File: src/dss_pkg.sv
// Constants for the DMA suspend and state support block
package dss_pkg;
  // Register indices; byte address is four times the index
  localparam logic [7:0] IDX_ACTIVITY = 8'h84;
  localparam logic [7:0] IDX_CTRL_TEN = 8'hD6;
  localparam logic [7:0] IDX_SRC_FOUR = 8'hDD;
  localparam int ADDR_SHIFT = 2;
  // Field positions
  localparam int CTRL_TRAP_EN_BIT = 6;
  localparam int CTRL_PTR_LOW_BIT = 5;
  localparam int CTRL_SAMPLE_SEL_BIT = 3;
  localparam int ACT_PTR_HIGH_BIT = 4;
  localparam int SRC_TRAP_EVT_BIT = 4;
  localparam int MODE_AUTOINIT_BIT = 4;
  localparam int MODE_DECREMENT_BIT = 5;
  // System I/O ports of the two controllers
  localparam logic [9:0] IO_LOW_MASK_SINGLE = 10'h00A;
  localparam logic [9:0] IO_LOW_MODE = 10'h00B;
  localparam logic [9:0] IO_LOW_PTR_CLR = 10'h00C;
  localparam logic [9:0] IO_LOW_MASTER_CLR = 10'h00D;
  localparam logic [9:0] IO_LOW_RB_RESET = 10'h00E;
  localparam logic [9:0] IO_LOW_MASK_ALL = 10'h00F;
  localparam logic [9:0] IO_HIGH_MASK_SINGLE = 10'h0D4;
  localparam logic [9:0] IO_HIGH_MODE = 10'h0D6;
  localparam logic [9:0] IO_HIGH_PTR_CLR = 10'h0D8;
  localparam logic [9:0] IO_HIGH_MASTER_CLR = 10'h0DA;
  localparam logic [9:0] IO_HIGH_RB_RESET = 10'h0DC;
  localparam logic [9:0] IO_HIGH_MASK_ALL = 10'h0DE;
  localparam logic [9:0] IO_HIGH_REG_BASE = 10'h0C0;
  // Mask reset value; count left after a terminal count without autoinit
  localparam logic [7:0] MASK_RESET = 8'hFF;
  localparam logic [15:0] COUNT_DONE = 16'hFFFF;
endpackage

File: src/dss_top.sv
// DMA suspend support: trap, progress flags, pointer shadows, readback, local-bus sampling
module dss_top (
  input wire logic clk_in,
  input wire logic rst_in,
  input wire logic psel_in,
  input wire logic penable_in,
  input wire logic pwrite_in,
  input wire logic [11:0] paddr_in,
  input wire logic [31:0] pwdata_in,
  output logic [31:0] prdata_out,
  output logic pready_out,
  output logic pslverr_out,
  input wire logic io_rd_in,
  input wire logic io_wr_in,
  input wire logic [9:0] io_addr_in,
  input wire logic [7:0] io_wdata_in,
  output logic [7:0] io_rdata_out,
  input wire logic [7:0] dma_request_in,
  input wire logic [7:0] dma_step_in,
  output logic [7:0] dma_request_out,
  output logic [7:0] terminal_count_out,
  output logic dma_halt_out,
  output logic mgmt_interrupt_out,
  input wire logic dma_local_cycle_in,
  input wire logic local_device_claim_n_in,
  output logic address_strobe_n_out,
  output logic data_buffer_en_out
);
  import dss_pkg::*;

  typedef struct packed {
    logic trap_en;
    logic sample_sel;
    logic trap_evt;
    logic [7:0] inprog;
    logic [7:0] armed;
    logic [7:0] mask;
    logic [7:0][7:0] mode;
    logic [1:0] ptr;
    logic [1:0][1:0] rb_cnt;
    logic [7:0][15:0] base_adr;
    logic [7:0][15:0] cur_adr;
    logic [7:0][15:0] base_cnt;
    logic [7:0][15:0] cur_cnt;
    logic [7:0] tc;
    logic [7:0] io_rdata;
    logic [31:0] prdata;
    logic local_prev;
    logic strobe_n;
    logic buf_en;
  } dss_state_s;

  dss_state_s state_q;
  dss_state_s state_d;

  // Decode a channel address/count port: {hit, is_count, channel}
  function automatic logic [4:0] dss_chan_port(input logic [9:0] a);
    logic [4:0] r;
    r = 5'h00;
    if (a[9:3] == 7'h00)
    begin
      r = {1'b1, a[0], 1'b0, a[2:1]};
    end
    else if (a[9:4] == IO_HIGH_REG_BASE[9:4] && !a[0])
    begin
      r = {1'b1, a[1], 1'b1, a[3:2]};
    end
    return r;
  endfunction

  logic apb_setup;
  logic apb_write;
  logic [9:0] reg_idx;
  logic reg_hit;
  logic [4:0] cport;
  logic [2:0] cch;
  logic cctl;
  logic [7:0] active_req;

  assign apb_setup = psel_in && !penable_in;
  assign apb_write = psel_in && penable_in && pwrite_in;
  assign reg_idx = paddr_in[11:ADDR_SHIFT];
  assign reg_hit = paddr_in[1:0] == 2'h0 && reg_idx[9:8] == 2'h0
    && (reg_idx[7:0] == IDX_ACTIVITY || reg_idx[7:0] == IDX_CTRL_TEN
    || reg_idx[7:0] == IDX_SRC_FOUR);
  assign cport = dss_chan_port(io_addr_in);
  assign cch = cport[2:0];
  assign cctl = cport[2];
  // Masked requests never reach the engine
  assign active_req = dma_request_in & ~state_q.mask;

  always_comb
  begin
    logic [7:0] byte_v;
    logic [2:0] ch;
    logic unmask_ev;
    byte_v = 8'h00;
    ch = 3'h0;
    unmask_ev = 1'b0;
    state_d = state_q;
    state_d.tc = 8'h00;

    // APB register writes
    if (apb_write && reg_hit)
    begin
      if (reg_idx[7:0] == IDX_CTRL_TEN)
      begin
        state_d.trap_en = pwdata_in[CTRL_TRAP_EN_BIT];
        state_d.sample_sel = pwdata_in[CTRL_SAMPLE_SEL_BIT];
      end
      else if (reg_idx[7:0] == IDX_SRC_FOUR && pwdata_in[SRC_TRAP_EVT_BIT])
      begin
        state_d.trap_evt = 1'b0;
      end
    end
    // Set after clear so a new trap is never lost
    if (state_q.trap_en && |dma_request_in)
    begin
      state_d.trap_evt = 1'b1;
    end

    // APB read data staged in setup so it is stable in access
    if (apb_setup)
    begin
      state_d.prdata = 32'h0000_0000;
      if (reg_idx[7:0] == IDX_ACTIVITY && reg_hit)
      begin
        state_d.prdata[7:0] = {state_q.inprog[7:5], state_q.ptr[1], state_q.inprog[3:0]};
      end
      else if (reg_idx[7:0] == IDX_CTRL_TEN && reg_hit)
      begin
        state_d.prdata[CTRL_TRAP_EN_BIT] = state_q.trap_en;
        state_d.prdata[CTRL_PTR_LOW_BIT] = state_q.ptr[0];
        state_d.prdata[CTRL_SAMPLE_SEL_BIT] = state_q.sample_sel;
      end
      else if (reg_idx[7:0] == IDX_SRC_FOUR && reg_hit)
      begin
        state_d.prdata[SRC_TRAP_EVT_BIT] = state_q.trap_evt;
      end
    end

    // System I/O writes to the controllers
    if (io_wr_in)
    begin
      if (cport[4])
      begin
        if (cport[3])
        begin
          if (state_q.ptr[cctl])
          begin
            state_d.base_cnt[cch][15:8] = io_wdata_in;
            state_d.cur_cnt[cch][15:8] = io_wdata_in;
          end
          else
          begin
            state_d.base_cnt[cch][7:0] = io_wdata_in;
            state_d.cur_cnt[cch][7:0] = io_wdata_in;
          end
        end
        else
        begin
          if (state_q.ptr[cctl])
          begin
            state_d.base_adr[cch][15:8] = io_wdata_in;
            state_d.cur_adr[cch][15:8] = io_wdata_in;
          end
          else
          begin
            state_d.base_adr[cch][7:0] = io_wdata_in;
            state_d.cur_adr[cch][7:0] = io_wdata_in;
          end
        end
        state_d.ptr[cctl] = ~state_q.ptr[cctl];
      end
      else if (io_addr_in == IO_LOW_MODE)
      begin
        state_d.mode[{1'b0, io_wdata_in[1:0]}] = io_wdata_in;
      end
      else if (io_addr_in == IO_HIGH_MODE)
      begin
        state_d.mode[{1'b1, io_wdata_in[1:0]}] = io_wdata_in;
      end
      else if (io_addr_in == IO_LOW_PTR_CLR)
      begin
        state_d.ptr[0] = 1'b0;
      end
      else if (io_addr_in == IO_HIGH_PTR_CLR)
      begin
        state_d.ptr[1] = 1'b0;
      end
      else if (io_addr_in == IO_LOW_MASK_SINGLE)
      begin
        state_d.mask[{1'b0, io_wdata_in[1:0]}] = io_wdata_in[2];
      end
      else if (io_addr_in == IO_HIGH_MASK_SINGLE)
      begin
        state_d.mask[{1'b1, io_wdata_in[1:0]}] = io_wdata_in[2];
      end
      else if (io_addr_in == IO_LOW_MASK_ALL)
      begin
        state_d.mask[3:0] = io_wdata_in[3:0];
      end
      else if (io_addr_in == IO_HIGH_MASK_ALL)
      begin
        state_d.mask[7:4] = io_wdata_in[3:0];
      end
      else if (io_addr_in == IO_LOW_RB_RESET)
      begin
        state_d.mask[3:0] = 4'h0;
      end
      else if (io_addr_in == IO_HIGH_RB_RESET)
      begin
        state_d.mask[7:4] = 4'h0;
      end
      else if (io_addr_in == IO_LOW_MASTER_CLR)
      begin
        state_d.mask[3:0] = MASK_RESET[3:0];
        state_d.ptr[0] = 1'b0;
      end
      else if (io_addr_in == IO_HIGH_MASTER_CLR)
      begin
        state_d.mask[7:4] = MASK_RESET[7:4];
        state_d.ptr[1] = 1'b0;
      end
    end

    // System I/O reads: data appears one cycle after the strobe
    if (io_rd_in)
    begin
      if (cport[4])
      begin
        // Base values are write-only; reads see the live copy
        if (cport[3])
        begin
          byte_v = state_q.ptr[cctl] ? state_q.cur_cnt[cch][15:8]
            : state_q.cur_cnt[cch][7:0];
        end
        else
        begin
          byte_v = state_q.ptr[cctl] ? state_q.cur_adr[cch][15:8]
            : state_q.cur_adr[cch][7:0];
        end
        state_d.ptr[cctl] = ~state_q.ptr[cctl];
      end
      else if (io_addr_in == IO_LOW_RB_RESET)
      begin
        state_d.rb_cnt[0] = 2'h0;
      end
      else if (io_addr_in == IO_HIGH_RB_RESET)
      begin
        state_d.rb_cnt[1] = 2'h0;
      end
      else if (io_addr_in == IO_LOW_MODE)
      begin
        byte_v = state_q.mode[{1'b0, state_q.rb_cnt[0]}];
        state_d.rb_cnt[0] = state_q.rb_cnt[0] + 2'h1;
      end
      else if (io_addr_in == IO_HIGH_MODE)
      begin
        byte_v = state_q.mode[{1'b1, state_q.rb_cnt[1]}];
        state_d.rb_cnt[1] = state_q.rb_cnt[1] + 2'h1;
      end
      else if (io_addr_in == IO_LOW_MASK_ALL)
      begin
        byte_v = {4'h0, state_q.mask[3:0]};
      end
      else if (io_addr_in == IO_HIGH_MASK_ALL)
      begin
        byte_v = {4'h0, state_q.mask[7:4]};
      end
      else if (io_addr_in == IO_LOW_PTR_CLR)
      begin
        state_d.ptr[0] = 1'b1;
      end
      else if (io_addr_in == IO_HIGH_PTR_CLR)
      begin
        state_d.ptr[1] = 1'b1;
      end
      state_d.io_rdata = byte_v;
    end

    // Transfer steps; frozen while halted so saved state stays exact
    for (int i = 0; i < 8; i++)
    begin
      ch = 3'(i);
      if (dma_step_in[i] && !dma_halt_out)
      begin
        state_d.cur_adr[ch] = state_q.mode[ch][MODE_DECREMENT_BIT]
          ? state_q.cur_adr[ch] - 16'h0001 : state_q.cur_adr[ch] + 16'h0001;
        if (state_q.cur_cnt[ch] == 16'h0000)
        begin
          state_d.tc[ch] = 1'b1;
          if (state_q.mode[ch][MODE_AUTOINIT_BIT])
          begin
            state_d.cur_cnt[ch] = state_q.base_cnt[ch];
            state_d.cur_adr[ch] = state_q.base_adr[ch];
          end
          else
          begin
            state_d.cur_cnt[ch] = COUNT_DONE;
            state_d.mask[ch] = 1'b1;
          end
        end
        else
        begin
          state_d.cur_cnt[ch] = state_q.cur_cnt[ch] - 16'h0001;
        end
      end
      // Arm on an unmask edge, fire on the next request
      unmask_ev = state_q.mask[ch] && !state_d.mask[ch];
      if (state_q.armed[ch] && active_req[ch])
      begin
        state_d.inprog[ch] = 1'b1;
        state_d.armed[ch] = 1'b0;
      end
      if (unmask_ev)
      begin
        state_d.armed[ch] = 1'b1;
      end
      if (state_d.tc[ch])
      begin
        state_d.inprog[ch] = 1'b0;
      end
    end

    // Local-bus DMA: own strobe, then buffer enable on claim sampled in the strobe, or from cycle start with sample_sel
    state_d.local_prev = dma_local_cycle_in;
    state_d.strobe_n = !(dma_local_cycle_in && !state_q.local_prev);
    if (!dma_local_cycle_in)
    begin
      state_d.buf_en = 1'b0;
    end
    else if (state_q.sample_sel && !local_device_claim_n_in)
    begin
      state_d.buf_en = 1'b1;
    end
    else if (!state_q.sample_sel && !local_device_claim_n_in && !state_q.strobe_n)
    begin
      state_d.buf_en = 1'b1;
    end
  end

  always_ff @(posedge clk_in)
  begin
    if (rst_in)
    begin
      state_q <= '0;
      state_q.mask <= MASK_RESET;
      state_q.strobe_n <= 1'b1;
    end
    else
    begin
      state_q <= state_d;
    end
  end

  // Enable alone halts and blocks; a pending event also holds the halt
  assign dma_halt_out = state_q.trap_en || state_q.trap_evt;
  assign dma_request_out = active_req & ~{8{dma_halt_out}};
  assign mgmt_interrupt_out = state_q.trap_evt;
  assign terminal_count_out = state_q.tc;
  assign io_rdata_out = state_q.io_rdata;
  assign prdata_out = state_q.prdata;
  assign pready_out = 1'b1;
  assign pslverr_out = psel_in && penable_in && !reg_hit;
  assign address_strobe_n_out = state_q.strobe_n;
  assign data_buffer_en_out = state_q.buf_en;
endmodule

File: config.mk
export PLATFORM = sky130hd
export DESIGN_NAME = dss_top
export DESIGN_NICKNAME = d
export VERILOG_FILES = /design/src/dss_pkg.sv /design/src/dss_top.sv
export SDC_FILE = /design/constraint.sdc
export NUM_CORES = 2
export LEC_CHECK = 0
export BUFFER_PORTS_ARGS = -buffer_cell sky130_fd_sc_hd__buf_2
export CORE_UTILIZATION = 25
export CTS_CLUSTER_SIZE = 24
export DETAILED_ROUTE_END_ITERATION = 10
export GPL_ROUTABILITY_DRIVEN = 0
export PLACE_DENSITY = 0.43
export SLEW_MARGIN = 30
export SYNTH_ARGS = -nofsm -noshare
export SYNTH_HDL_FRONTEND = slang
export SYNTH_SLANG_ARGS = --single-unit
File: constraint.sdc
create_clock -name clk_in -period 4.5 [get_ports clk_in]
set_input_delay 0.9 -clock clk_in [delete_from_list [all_inputs] [get_ports clk_in]]
set_output_delay 0.9 -clock clk_in [all_outputs]
set_load 0.03 [all_outputs]
==> flow_metrics.tcl <==
set metrics [dict create \
    status "finished clean" \
    synth_area_sq_um 37300 \
    grt_pass1_wl_um 241000 \
    synth_ff_type "dfxtp_1" \
    layout-drive-gt1-share_pct 10.0 \
    antenna_left 0 \
    synth_cell_types 85 \
    start_util_pct 25.2 \
    grt_usage_pct 21.2 \
    criticalPathCategory "primary input to register" \
    drv_slew 0 \
    worst_pin_slew_ns 1.19 \
    drc_errors 0 \
    syn_area_per_cell_sq_um 7.70 \
    placed_cell_area_sq_um 40200 \
    internal-power_w 0.0106 \
    min-delay-start "state_q[2]" \
    timing.rr.start "state_q[105]" \
    worst_hold_path.num_cells 1 \
    grt_antenna_before_repair 12 \
    relSlewSlack_pct 20.5 \
    final_cell_mix "nand2_1, dfxtp_1, a21oi_1, nor2_1, nor3_1" \
    drt_wl_total_um 165000 \
    cp-end-kind "register" \
    viasPerCell 5.44 \
    cp_max_fo 16 \
    cts.path.max_buffers 3 \
    overflow 0 \
    finalHoldViolCount 0 \
    power_density_nw_per_um2 351 \
    drt-pass1-iter-count 8 \
    yosysTopAreaCell "dfxtp_1" \
    ys_seq_area_share_pct 34.0 \
    grt_max_degree 160 \
    clock-skew-final_ns 0.0358 \
    routedWlPerCell_um 24.1 \
    first_iter_violations 3948 \
    cts_setup_buffers 0 \
    final_common_cell "nand2_1" \
    cp-start-kind "primary input" \
    ir_drop_mv 0.255 \
    io_pins 149 \
    synth_area_leaders "dfxtp_1, nand2_1, a21oi_1" \
    path_clk_slew_ns 0.06 \
    power.switching_w 0.00445 \
    p_comb_share_pct 13.5 \
    synth_top_area_share_pct 34.0 \
    grt_pass1_vias 34558 \
    rsz0062_at_grt "no" \
    switching_share_pct 29.6 \
    clkPwrFrac_pct 44.9 \
    clkLatencyLatePin_ns 0.70 \
    fmax_mhz 265 \
    synthCells 4841 \
    nNetsFinal 5068 \
    synth-edff-count 0 \
    coreArea_sq_um 148000 \
    critPathArrivalTime_ns 4.33 \
    ys_ff_latch 634 \
    final_area_sq_um 42900 \
    cts_hold_buf 0 \
    rows 141 \
    portBuffers 94 \
    setup_viol 0 \
    worstRegToRegCells 8 \
    reg2reg_to "state_q[370]" \
    ctsRootBufferMaster "clkbuf_16" \
    power_frac_seq_pct 41.5 \
    hold_class "register to register" \
    worstPathRequired_ns 5.05 \
    drv_cap 0 \
    cts_resized 0 \
    hold_end "address_strobe_n_out" \
    cts_made_buffers 81 \
    die_width_um 388 \
    async_reset_ff_share_pct 0 \
    cts.sinks 634 \
    min_period_over_period_pct 84.0 \
    fin_crit_ns 3.78 \
    htreeDepth 3 \
    dp_hpwl_um 116000 \
    ys_warn_count 0 \
    die_area_sq_um 151000 \
    r2r_slack_ns 1.04 \
    area_delta_synth_final_pct 15.0 \
    vias 37171 \
    dieHeight_um 388 \
    tns_ns 0 \
    leakage_nw 15.3 \
    cts_tree "done" \
]
logic make-up (layout without fill, tap and decap cells):
kind of cell | Yosys count | count (layout) | synth area share [%]
DFF | 634 | 634 | 34.0
xor gates and xnor gates | 186 | 186 | 4.37
muxes | 135 | 135 | 4.22
buffers and inverters | 467 | 504 | 5.28
adders and majority gates | 136 | 136 | 4.72
other | 2 | 27 | 0.0201
AOI/OAI and AO/OA | 1377 | 1377 | 24.4
and+or+nand+nor | 1904 | 1904 | 23.0
worst max path at each step:
| stage | startpoint | end | slack [ns] |
|---|---|---|---|
| after detailed placement | io_addr_in[5] | state_q[151] | 0.12 |
| final | io_addr_in[5] | state_q[151] | 0.72 |
| after global placement | io_addr_in[5] | state_q[279] | 0.17 |
| after CTS | io_addr_in[5] | state_q[151] | 0.87 |
| after global routing | io_addr_in[5] | state_q[151] | 0.65 |
| after floorplan | io_addr_in[5] | state_q[337] | 0.93 |
through the flow:
stage	utilization [%]	hold WS, ns	power [W]	worst slack [ns]	instances
final	29.0	0.416	0.0150	0.720	6833
after global routing	29.0	0.428	0.0157	0.645	6832
after CTS	29.0	0.389	0.0152	0.869	6829
after detailed placement	27.2	0.395	0.00836	0.123	6690
after global placement	27.2	0.390	0.00836	0.174	6689
after floorplan	-	0.386	0.00766	0.932	4864
metal layers:
metal | track usage (%) | vias up | part of all wire (%)
met3 | 3.42 | 256 | 6.2
met2 | 32.7 | 1209 | 44
li1 | - | 17616 | -
met1 | 29.7 | 18074 | 47
met4 | 7.29 | 16 | 3.1
met5 | 0 | - | 0.065
cell type report:
type / count / area (sq um)
Inverter: 89 / 334
Sequential cell: 634 / 12700
Fill cell: 16015 / 105000
Antenna cell: 2 / 5.00
Clock inverter: 20 / 236
Multi-Input combinational cell: 3763 / 22800
Timing Repair Buffer: 276 / 2000
Tap cell: 1930 / 2410
Clock buffer: 119 / 2420
flip-flops by register name (all words and copies together), names as in the netlist:
| signal | cells |
|---|---|
| state_q | 607 |
| io_rdata_out | 8 |
| prdata_out | 8 |
| terminal_count_out | 8 |
| address_strobe_n_out | 1 |
| data_buffer_en_out | 1 |
| mgmt_interrupt_out | 1 |
synth_stat cells (32+ instances only):
cell type  instances
a211oi_1         154
a21oi_1          481
a221oi_1          64
a222oi_1          70
a22oi_1           48
a311oi_1          94
a31oi_1           64
and3_1            32
buf_4             52
clkbuf_1         290
dfxtp_1          634
ha_1             128
inv_1             86
mux2i_1          114
nand2_1          781
nand3_1          117
nor2_1           464
nor3_1           228
o21ai_0          196
or3_1             53
xnor2_1          106
xor2_1            80
power by group through the flow:
| stage | Sequential, W | Clock [W] | Combinational, W |
|---|---|---|---|
| 3_3_place_gp | 0.00636 | 0 | 0.00200 |
| 2_1_floorplan | 0.00612 | 0 | 0.00155 |
| 4_1_cts | 0.00623 | 0.00692 | 0.00202 |
| 6_report | 0.00625 | 0.00676 | 0.00203 |
| 5_1_grt | 0.00626 | 0.00712 | 0.00227 |
| 3_5_place_dp | 0.00636 | 0 | 0.00201 |
critical path, stage by stage:
cell      delay, ns
buf_2          0.10
or3_1          0.54
or3_1          0.64
mux2i_4        0.53
nand2_2        0.33
nor2_1         0.44
nand2_1        0.51
nand2_1        0.20
a311oi_1       0.11
(Power assumes the default switching activity.)
